<file path="src/shared/adcc_pkg.sv">
// Purpose: constants, types and helpers for the converter control block
// Assumes: one clock domain, times counted in converter-clock half periods
// Notes: half-period counts start at the converter clock edge that opens a conversion
package adcc_pkg;

	localparam int RESULT_WIDTH = 10;
	localparam int BYTE_WIDTH = 8;
	localparam int PAD_WIDTH = 2 * BYTE_WIDTH - RESULT_WIDTH;
	localparam int CHANNEL_WIDTH = 4;
	localparam int REFERENCE_WIDTH = 2;
	localparam int SELECT_WIDTH = 3;
	localparam int PRESCALE_WIDTH = 8;
	localparam int HALF_WIDTH = 6;
	localparam int SYNC_WIDTH = 2;

	// trigger source codes
	localparam logic [SELECT_WIDTH-1:0] TRIG_FREE_RUNNING = 3'h0;
	localparam logic [SELECT_WIDTH-1:0] TRIG_COMPARATOR = 3'h1;
	localparam logic [SELECT_WIDTH-1:0] TRIG_EXT_IRQ0 = 3'h2;
	localparam logic [SELECT_WIDTH-1:0] TRIG_T0_COMPARE_A = 3'h3;
	localparam logic [SELECT_WIDTH-1:0] TRIG_T0_OVERFLOW = 3'h4;
	localparam logic [SELECT_WIDTH-1:0] TRIG_T1_COMPARE_B = 3'h5;
	localparam logic [SELECT_WIDTH-1:0] TRIG_T1_OVERFLOW = 3'h6;
	localparam logic [SELECT_WIDTH-1:0] TRIG_T1_CAPTURE = 3'h7;

	// conversion timing in converter-clock half periods
	localparam logic [HALF_WIDTH-1:0] NORMAL_SAMPLE_HALVES = 6'h03;
	localparam logic [HALF_WIDTH-1:0] NORMAL_END_HALVES = 6'h1a;
	localparam logic [HALF_WIDTH-1:0] FIRST_SAMPLE_HALVES = 6'h1b;
	localparam logic [HALF_WIDTH-1:0] FIRST_END_HALVES = 6'h32;
	localparam logic [HALF_WIDTH-1:0] AUTO_SAMPLE_HALVES = 6'h04;
	localparam logic [HALF_WIDTH-1:0] AUTO_END_HALVES = 6'h1b;
	localparam logic [HALF_WIDTH-1:0] LAST_CYCLE_HALVES = 6'h02;
	localparam logic [HALF_WIDTH-1:0] HALF_STEP = 6'h01;

	// trigger synchronisation in cpu clock cycles
	localparam logic [SYNC_WIDTH-1:0] SYNC_LAST = 2'h2;
	localparam logic [SYNC_WIDTH-1:0] SYNC_STEP = 2'h1;

	// prescaler
	localparam logic [PRESCALE_WIDTH-1:0] PRESCALE_ONE = 8'h01;
	localparam logic [PRESCALE_WIDTH-1:0] PRESCALE_MIN = 8'h02;

	typedef enum logic [1:0] {
		CONV_IDLE = 2'b00,
		CONV_WAIT_EDGE = 2'b01,
		CONV_SYNC = 2'b10,
		CONV_RUN = 2'b11
	} adcc_state_type;

	// division ratio of the converter clock
	function automatic logic [PRESCALE_WIDTH-1:0] prescaleDivide(input logic [SELECT_WIDTH-1:0] sel);
		logic [PRESCALE_WIDTH-1:0] d;
		d = PRESCALE_ONE << sel;
		if (d < PRESCALE_MIN) begin
			d = PRESCALE_MIN;
		end
		return d;
	endfunction

	function automatic logic [HALF_WIDTH-1:0] endHalves(input logic first, input logic auto);
		if (first) begin
			return FIRST_END_HALVES;
		end
		return auto ? AUTO_END_HALVES : NORMAL_END_HALVES;
	endfunction

	function automatic logic [HALF_WIDTH-1:0] sampleHalves(input logic first, input logic auto);
		if (first) begin
			return FIRST_SAMPLE_HALVES;
		end
		return auto ? AUTO_SAMPLE_HALVES : NORMAL_SAMPLE_HALVES;
	endfunction

endpackage

</file>
<file path="src/shared/adcc_result_if.sv">
// Purpose: carries completed results and byte reads to the result store
// Assumes: single clock domain
// Notes: ctrl drives writes and reads, store answers with bytes and lock
`timescale 1ns/10ps
`default_nettype none
interface adcc_result_if;
	import adcc_pkg::*;
	logic writeStrobe;
	logic [RESULT_WIDTH-1:0] value;
	logic leftAdjust;
	logic lowRead;
	logic highRead;
	logic [BYTE_WIDTH-1:0] highByte;
	logic [BYTE_WIDTH-1:0] lowByte;
	logic locked;
	modport ctrl(output writeStrobe, value, leftAdjust, lowRead, highRead, input highByte, lowByte, locked);
	modport store(input writeStrobe, value, leftAdjust, lowRead, highRead, output highByte, lowByte, locked);
endinterface
`default_nettype wire

</file>
<file path="src/verilog/adcc_result_store.sv">
// Purpose: result byte pair with low-then-high read lock
// Assumes: reads and writes are single-cycle pulses on clk
// Notes: a high read in the same cycle as a completion lets that result in
`timescale 1ns/10ps
`default_nettype none
module adcc_result_store
	import adcc_pkg::*;
(
	// clock and reset
	input wire logic clk,
	input wire logic rst,
	input wire logic clkEn,
	// result path
	adcc_result_if.store res
);

	logic [2*BYTE_WIDTH-1:0] placed;
	logic writeAllowed;

	////////////////////////////////////////////////////////////////////////
	// placement of the result inside the byte pair
	always_comb begin
		if (res.leftAdjust) begin
			placed = {res.value, {PAD_WIDTH{1'b0}}};
		end else begin
			placed = {{PAD_WIDTH{1'b0}}, res.value};
		end
	end

	assign writeAllowed = res.writeStrobe && (!res.locked || res.highRead);

	////////////////////////////////////////////////////////////////////////
	// lock between low and high reads
	always_ff @(posedge clk or posedge rst) begin
		if (rst) begin
			res.locked <= 1'b0;
		end else if (clkEn) begin
			if (res.highRead) begin
				res.locked <= 1'b0;
			end else if (res.lowRead) begin
				res.locked <= 1'b1;
			end
		end
	end

	always_ff @(posedge clk or posedge rst) begin
		if (rst) begin
			res.highByte <= '0;
			res.lowByte <= '0;
		end else if (clkEn && writeAllowed) begin
			res.highByte <= placed[2*BYTE_WIDTH-1:BYTE_WIDTH];
			res.lowByte <= placed[BYTE_WIDTH-1:0];
		end
	end

endmodule
`default_nettype wire

</file>
<file path="src/verilog/adcc_conversion_control.sv">
// Purpose: control of a successive-approximation converter: prescaler, starts, timing, flag, results
// Assumes: trigger flags and control bits come from logic on clk; analog core result is stable at completion
// Notes: all state freezes while clkEn is low
`timescale 1ns/10ps
`default_nettype none
module adcc_conversion_control
	import adcc_pkg::*;
(
	// clock and reset
	input wire logic clk,
	input wire logic rst,
	input wire logic clkEn,
	// software control bits
	input wire logic converterPowerReduce,
	input wire logic converterEnable,
	input wire logic startConversionWrite,
	input wire logic autoTriggerEnable,
	input wire logic [SELECT_WIDTH-1:0] triggerSourceSelect,
	input wire logic [SELECT_WIDTH-1:0] prescalerSelect,
	input wire logic leftAdjustResult,
	input wire logic [CHANNEL_WIDTH-1:0] channelSelect,
	input wire logic [REFERENCE_WIDTH-1:0] referenceSelect,
	// software flag and result access
	input wire logic doneFlagClearWrite,
	input wire logic doneIrqEnable,
	input wire logic irqVectorTaken,
	input wire logic resultLowRead,
	input wire logic resultHighRead,
	// trigger source flags
	input wire logic comparatorFlag,
	input wire logic extIrq0Flag,
	input wire logic timer0CompareAFlag,
	input wire logic timer0OverflowFlag,
	input wire logic timer1CompareBFlag,
	input wire logic timer1OverflowFlag,
	input wire logic timer1CaptureFlag,
	// analog core
	input wire logic [RESULT_WIDTH-1:0] analogResult,
	// status to software
	output logic startConversion,
	output logic conversionDoneFlag,
	output logic doneIrqRequest,
	output logic [BYTE_WIDTH-1:0] resultHighByte,
	output logic [BYTE_WIDTH-1:0] resultLowByte,
	output logic resultLocked,
	// controls to analog core
	output logic analogPowerOn,
	output logic [CHANNEL_WIDTH-1:0] appliedChannel,
	output logic [REFERENCE_WIDTH-1:0] appliedReference,
	output logic sampleHold,
	output logic sarClockTick,
	output logic sarFirstConversion
);

	adcc_result_if resIf();

	logic active;
	logic activePrev_q;
	logic [PRESCALE_WIDTH-1:0] prescaleCount_q;
	logic [PRESCALE_WIDTH-1:0] divide;
	logic tickFull;
	logic tickHalf;
	logic tickAny;
	logic triggerSignal;
	logic triggerPrev_q;
	logic triggerEdge;
	logic triggerFire;
	logic freeRunning;
	logic complete;
	logic [HALF_WIDTH-1:0] halfNext;
	logic [HALF_WIDTH-1:0] endPoint;
	logic [HALF_WIDTH-1:0] samplePoint;
	logic selectionFrozen;
	adcc_state_type state_q;
	adcc_state_type state_d;
	logic [HALF_WIDTH-1:0] halfCount_q;
	logic [HALF_WIDTH-1:0] halfCount_d;
	logic [SYNC_WIDTH-1:0] syncCount_q;
	logic [SYNC_WIDTH-1:0] syncCount_d;
	logic auto_q;
	logic auto_d;
	logic first_q;
	logic doneFlag_d;

	////////////////////////////////////////////////////////////////////////
	// enable qualification
	assign active = converterEnable && !converterPowerReduce;

	always_ff @(posedge clk or posedge rst) begin
		if (rst) begin
			activePrev_q <= 1'b0;
			analogPowerOn <= 1'b0;
		end else if (clkEn) begin
			activePrev_q <= active;
			analogPowerOn <= active;
		end
	end

	// first conversion after switch-on uses the long timing
	always_ff @(posedge clk or posedge rst) begin
		if (rst) begin
			first_q <= 1'b0;
		end else if (clkEn) begin
			if (active && !activePrev_q) begin
				first_q <= 1'b1;
			end else if (complete || !active) begin
				first_q <= 1'b0;
			end
		end
	end

	////////////////////////////////////////////////////////////////////////
	// prescaler
	assign divide = prescaleDivide(prescalerSelect);
	assign tickFull = active && !triggerFire && (prescaleCount_q >= divide - PRESCALE_ONE);
	assign tickHalf = active && !triggerFire && (prescaleCount_q == (divide >> 1) - PRESCALE_ONE);
	assign tickAny = tickFull || tickHalf;

	always_ff @(posedge clk or posedge rst) begin
		if (rst) begin
			prescaleCount_q <= '0;
		end else if (clkEn) begin
			if (!active) begin
				prescaleCount_q <= '0;
			end else if (triggerFire) begin
				prescaleCount_q <= '0;
			end else if (tickFull) begin
				prescaleCount_q <= '0;
			end else begin
				prescaleCount_q <= prescaleCount_q + PRESCALE_ONE;
			end
		end
	end

	////////////////////////////////////////////////////////////////////////
	// trigger selection and edge detection
	always_comb begin
		case (triggerSourceSelect)
			TRIG_FREE_RUNNING: triggerSignal = 1'b0;
			TRIG_COMPARATOR: triggerSignal = comparatorFlag;
			TRIG_EXT_IRQ0: triggerSignal = extIrq0Flag;
			TRIG_T0_COMPARE_A: triggerSignal = timer0CompareAFlag;
			TRIG_T0_OVERFLOW: triggerSignal = timer0OverflowFlag;
			TRIG_T1_COMPARE_B: triggerSignal = timer1CompareBFlag;
			TRIG_T1_OVERFLOW: triggerSignal = timer1OverflowFlag;
			TRIG_T1_CAPTURE: triggerSignal = timer1CaptureFlag;
			default: triggerSignal = 1'b0;
		endcase
	end

	// previous value of the selected signal, so a source switch can make an edge
	always_ff @(posedge clk or posedge rst) begin
		if (rst) begin
			triggerPrev_q <= 1'b0;
		end else if (clkEn) begin
			triggerPrev_q <= triggerSignal;
		end
	end

	// the source flag must fall before another edge is seen
	assign triggerEdge = autoTriggerEnable && active && triggerSignal && !triggerPrev_q
		&& (state_q == CONV_IDLE);
	assign triggerFire = (state_q == CONV_SYNC) && (syncCount_q == SYNC_LAST);
	assign freeRunning = autoTriggerEnable && (triggerSourceSelect == TRIG_FREE_RUNNING);

	////////////////////////////////////////////////////////////////////////
	// conversion sequencer
	assign endPoint = endHalves(first_q, auto_q);
	assign samplePoint = sampleHalves(first_q, auto_q);
	assign halfNext = halfCount_q + HALF_STEP;
	assign complete = (state_q == CONV_RUN) && tickAny && (halfNext == endPoint);

	always_comb begin
		state_d = state_q;
		halfCount_d = halfCount_q;
		syncCount_d = syncCount_q;
		auto_d = auto_q;
		case (state_q)
			CONV_IDLE: begin
				if (startConversionWrite && active) begin
					state_d = CONV_WAIT_EDGE;
					auto_d = 1'b0;
				end else if (triggerEdge) begin
					state_d = CONV_SYNC;
					syncCount_d = '0;
				end
			end
			CONV_WAIT_EDGE: begin
				if (tickFull) begin
					state_d = CONV_RUN;
					halfCount_d = '0;
				end
			end
			CONV_SYNC: begin
				if (triggerFire) begin
					state_d = CONV_RUN;
					halfCount_d = '0;
					auto_d = 1'b1;
				end else begin
					syncCount_d = syncCount_q + SYNC_STEP;
				end
			end
			CONV_RUN: begin
				if (complete) begin
					if (freeRunning) begin
						state_d = CONV_RUN;
						halfCount_d = '0;
						auto_d = 1'b0;
					end else begin
						state_d = CONV_IDLE;
					end
				end else if (tickAny) begin
					halfCount_d = halfNext;
				end
			end
			default: begin
				state_d = CONV_IDLE;
			end
		endcase
		if (!active) begin
			state_d = CONV_IDLE;
		end
	end

	always_ff @(posedge clk or posedge rst) begin
		if (rst) begin
			state_q <= CONV_IDLE;
			halfCount_q <= '0;
			syncCount_q <= '0;
			auto_q <= 1'b0;
		end else if (clkEn) begin
			state_q <= state_d;
			halfCount_q <= halfCount_d;
			syncCount_q <= syncCount_d;
			auto_q <= auto_d;
		end
	end

	// start bit mirrors any conversion in progress, however it began
	always_ff @(posedge clk or posedge rst) begin
		if (rst) begin
			startConversion <= 1'b0;
		end else if (clkEn) begin
			startConversion <= (state_d != CONV_IDLE);
		end
	end

	////////////////////////////////////////////////////////////////////////
	// analog core strobes
	always_ff @(posedge clk or posedge rst) begin
		if (rst) begin
			sampleHold <= 1'b0;
			sarClockTick <= 1'b0;
			sarFirstConversion <= 1'b0;
		end else if (clkEn) begin
			sampleHold <= (state_q == CONV_RUN) && tickAny && (halfNext == samplePoint);
			sarClockTick <= (state_q == CONV_RUN) && tickFull;
			sarFirstConversion <= first_q;
		end
	end

	////////////////////////////////////////////////////////////////////////
	// channel and reference buffer
	assign selectionFrozen = (state_q == CONV_RUN) && (halfCount_q < endPoint - LAST_CYCLE_HALVES);

	always_ff @(posedge clk or posedge rst) begin
		if (rst) begin
			appliedChannel <= '0;
			appliedReference <= '0;
		end else if (clkEn) begin
			if (!active) begin
				appliedChannel <= '0;
				appliedReference <= '0;
			end else if (!selectionFrozen) begin
				appliedChannel <= channelSelect;
				appliedReference <= referenceSelect;
			end
		end
	end

	////////////////////////////////////////////////////////////////////////
	// completion flag and interrupt request
	always_comb begin
		doneFlag_d = conversionDoneFlag;
		if (doneFlagClearWrite || irqVectorTaken) begin
			doneFlag_d = 1'b0;
		end
		if (complete) begin
			doneFlag_d = 1'b1;
		end
	end

	always_ff @(posedge clk or posedge rst) begin
		if (rst) begin
			conversionDoneFlag <= 1'b0;
			doneIrqRequest <= 1'b0;
		end else if (clkEn) begin
			conversionDoneFlag <= doneFlag_d;
			doneIrqRequest <= doneFlag_d && doneIrqEnable;
		end
	end

	////////////////////////////////////////////////////////////////////////
	// result bytes
	assign resIf.writeStrobe = complete;
	assign resIf.value = analogResult;
	assign resIf.leftAdjust = leftAdjustResult;
	assign resIf.lowRead = resultLowRead;
	assign resIf.highRead = resultHighRead;
	assign resultHighByte = resIf.highByte;
	assign resultLowByte = resIf.lowByte;
	assign resultLocked = resIf.locked;

	adcc_result_store resultStore (
		.clk(clk),
		.rst(rst),
		.clkEn(clkEn),
		.res(resIf.store)
	);

endmodule
`default_nettype wire

</file>
<file path="config.mk">
export PLATFORM = sky130hd
export DESIGN_NAME = adcc_conversion_control
export DESIGN_NICKNAME = d
export VERILOG_FILES = /design/src/shared/adcc_pkg.sv /design/src/shared/adcc_result_if.sv /design/src/verilog/adcc_result_store.sv /design/src/verilog/adcc_conversion_control.sv
export SDC_FILE = /design/constraint.sdc
export NUM_CORES = 1
export LEC_CHECK = 0
export ABC_AREA = 1
export ABC_CLOCK_PERIOD_IN_PS = 3000
export BUFFER_PORTS_ARGS = -buffer_cell sky130_fd_sc_hd__buf_2
export CAP_MARGIN = 20
export CORE_UTILIZATION = 34
export CTS_CLUSTER_DIAMETER = 60
export DETAILED_ROUTE_END_ITERATION = 10
export SKIP_LAST_GASP = 1
export SLEW_MARGIN = 20
export SYNTH_ARGS = -nofsm -noshare
export SYNTH_HDL_FRONTEND = slang
export SYNTH_HIERARCHICAL = 1
export SYNTH_SLANG_ARGS = --single-unit
</file>
<file path="constraint.sdc">
create_clock -name clk -period 3 [get_ports clk]
set_input_delay 0.3 -clock clk [delete_from_list [all_inputs] [get_ports clk]]
set_output_delay 0.3 -clock clk [all_outputs]
set_load 0.02 [all_outputs]
</file>
==> metrics.csv <==
stage,metric,value,unit
clock_network,hold_buf cts,0,
power,P per Cell Area,374,nW/um^2
drt,DRC Markers,0,
power,Max IR drop VDD,0.000179,V
run,Max-Cap Viols,0,
synth,"flops & latches, synth",51,
final_layout,area of the multi-input gates,1750,um^2
synth,sequential area share after synthesis,38.2,%
drt,Iter 0 DRT Violations,126,
critical_path,CP startpoint kind,flip-flop,
synth,cell accounting for the most synthesized area,dfrtp_1,
place,dpl hpwl,6050,um
critical_path,Critical Path RT,3.25,ns
critical_path,critical path arrival,2.78,ns
synth,Synth Instances,459,
power,total chip power,1.48,mW
critical_path,Reg2Reg Depth,15,
clock_network,clk_lat worst skew,0.31,ns
drt,Vias/cell,4.63,
global_route,"Remaining Overflow, GRT",0,
global_route,initial antenna violation count,0,
drt,via count,3073,
sta,Tmin final,2.53,ns
synth,share of the synthesized area in the top cell type,38.2,%
final_layout,nets,596,
clock_network,TritonCTS clock tree,done,
global_route,largest net degree at the start of global routing,35,
critical_path,R2R Path End,resultStore/res.highByte[7],
drt,first drt pass iteration count,4,
synth,Post-Syn Area per Cell,7.27,um^2
sta,final hold vios,0,
sta,Setup TNS Final,0,ns
floorplan,Die Area,10200,um^2
final_layout,storage element area,1280,um^2
floorplan,row count,35,
final_layout,fill count,1033,
synth,"EDFF count, synth",0,
synth,"Distinct cells, synth",40,
sta,setup violators final,0,
floorplan,Ports,72,
critical_path,CP Launch Point,state_q[0],
sta,"Slew Viols, Final",0,
critical_path,"critical path fanouts, max",10,
final_layout,diodes inserted,0,
global_route,global-route wire length before repair,13200,um
clock_network,"Setup Fix Bufs, Post-CTS",0,
critical_path,Setup crit end,resultStore/res.highByte[7],
sta,RSZ-0062 raised after global routing,false,
sta,crit share post-route,84.4,%
final_layout,Area Growth Syn to Fin,18.3,%
global_route,busiest grt layer,met2,
critical_path,CP Capture Type,flip-flop,
global_route,vias in the first global route,2971,
floorplan,Initial Util,35.6,%
final_layout,"most common cell after layout, fill and taps aside",nand2_1,
synth,Post-synth ARST share,100,%
clock_network,# resized after CTS,0,
drt,wire per inst,11.6,um
floorplan,Die Y,101,um
floorplan,die width,101,um
global_route,GRT met3 Usage,3.19,%
synth,Synth area leaders,"dfrtp_1, nand2_1, ha_1, inv_1, nand3_1",
drt,Routed WL,7720,um
place,gp weighted congestion,0.830,
synth,syn_nets,522,
power,Lkg Pwr,2.19,nW
clock_network,Clock Pin Slew Worst Setup and Hold Paths,0.10,ns
sta,Setup Skew,0.00704,ns
global_route,total track usage,16.3,%
place,port bufs,71,
synth,cell area after synthesis,3340,um^2
clock_network,Root Driver,clkbuf_8,
drt,final antenna-violating net count,0,
synth,Ys Warns,6,
critical_path,worst flop-to-flop path startpoint,state_q[0],
clock_network,H-tree levels,2,
clock_network,Sink Count,51,
clock_network,total CTS buffers,5,
critical_path,critical path type,flip-flop to flip-flop,
min_path,Hold Crit Class,input port to asynchronous set/reset pin,
critical_path,reg2reg setup slack,0.47,ns
final_layout,share of cells above drive strength 1,21.2,%
sta,FMAX,0.395,GHz
global_route,grt met1 use,21.4,%
global_route,met2 usage,27.4,%
clock_network,Max Root-Sink Buffers,2,
sta,Worst-Margin Slew,0.663,ns
synth,dominant synthesized flop cell,dfrtp_1,
sta,Slew headroom,55.8,%
final_layout,most frequent cells in the layout,"nand2_1, buf_2, inv_1",
floorplan,floorplan core area,9370,um^2
status,status,completed,
## registers in the layout, indices dropped and copies added, names as in the netlist, 2 cells and up
signal	count
prescaleCount_q	8
resultStore/res.highByte	8
resultStore/res.lowByte	8
halfCount_q	6
appliedChannel	4
appliedReference	2
state_q	2
syncCount_q	2
## worst max-delay path, cell delays in order, from the launching register on
cell     delay [ns]
dfrtp_1        0.43
inv_1          0.13
ha_1           0.27
nand2_1        0.09
inv_1          0.07
nor2_1         0.17
nand3_1        0.09
nor2_1         0.12
nand3_2        0.13
nand2_4        0.12
nand3_2        0.13
inv_2          0.11
nand2_2        0.07
a21oi_2        0.36
nand2_1        0.10
nand2_1        0.08
## per-stage QoR
step / setup WS, ns / cell area, um^2 / util (%) / instances / hold slack (ns)
floorplan: 0.489 / 3340 / - / 459 / 0.226
global placement: 0.225 / 3840 / 40.9 / 655 / 0.427
detailed placement: 0.154 / 3840 / 40.9 / 655 / 0.435
CTS: 0.407 / 3950 / 42.1 / 663 / 0.0927
global route: 0.132 / 3950 / 42.1 / 663 / 0.115
finish: 0.469 / 3950 / 42.1 / 663 / 0.0814
## cell type report
| type | count | share of cell area, % |
|---|---|---|
| well taps | 129 | 4.09 |
| clock buffers | 5 | 1.74 |
| clock inverters | 3 | 1.11 |
| inverters | 69 | 6.59 |
| repair buffers | 75 | 9.76 |
| flip-flops and latches | 51 | 32.3 |
| multi-input cells | 331 | 44.4 |
## logic make-up (layout without fill, tap and decap cells)
logic type	Yosys count	count (layout)	share of synthesized area [%]
and+or+nand+nor	251	251	33.2
buffers and inverters	77	152	9.22
DFF	51	51	38.2
AOI/OAI and AO/OA	50	50	9.03
adders and majority gates	21	21	7.87
xor gates and xnor gates	8	8	2.32
other	1	1	0.112
## worst min-delay path by stage
stage | startpoint | to | slack (ns) | cells after the start
final | rst | resultStore/res.highByte[0] | 0.08 | 2
after floorplan | rst | resultStore/res.highByte[0] | 0.23 | 1
after global placement | rst | appliedChannel[0] | 0.43 | 3
after CTS | rst | resultStore/res.highByte[7] | 0.09 | 2
after global routing | rst | resultStore/res.highByte[7] | 0.11 | 2
after detailed placement | rst | resultStore/res.highByte[1] | 0.44 | 2
## cells in the mapped netlist (2+ instances only)
master	instances
ha_1	21
o31ai_1	2
clkbuf_1	3
nand2_4	3
nor2_1	39
a21oi_1	8
dfrtp_1	51
nor2_2	3
nor3_1	7
xor2_1	6
nor2_4	2
o21ai_0	22
nand3_2	2
nand2_1	138
nand3_1	39
buf_4	2
o2111ai_1	2
inv_1	63
nand2_2	7
o21ai_1	5
or2_2	3
inv_2	5
nand4_1	6
a31oi_1	2
buf_2	2
o211ai_1	2
## metal layers
metal,up-vias,part of all wire [%],wire [um]
met5,-,0,0
met4,0,1.3,100
met3,11,6.4,494
met2,87,46,3540
met1,1376,46,3590
li1,1599,-,-
## where the power goes
group | switching, mW | total, mW | internal, mW
combinational | 0.166 | 0.262 | 0.0960
sequential | 0.0218 | 0.732 | 0.710
clock | 0.233 | 0.482 | 0.249
Power figures use the tool's default switching activity.
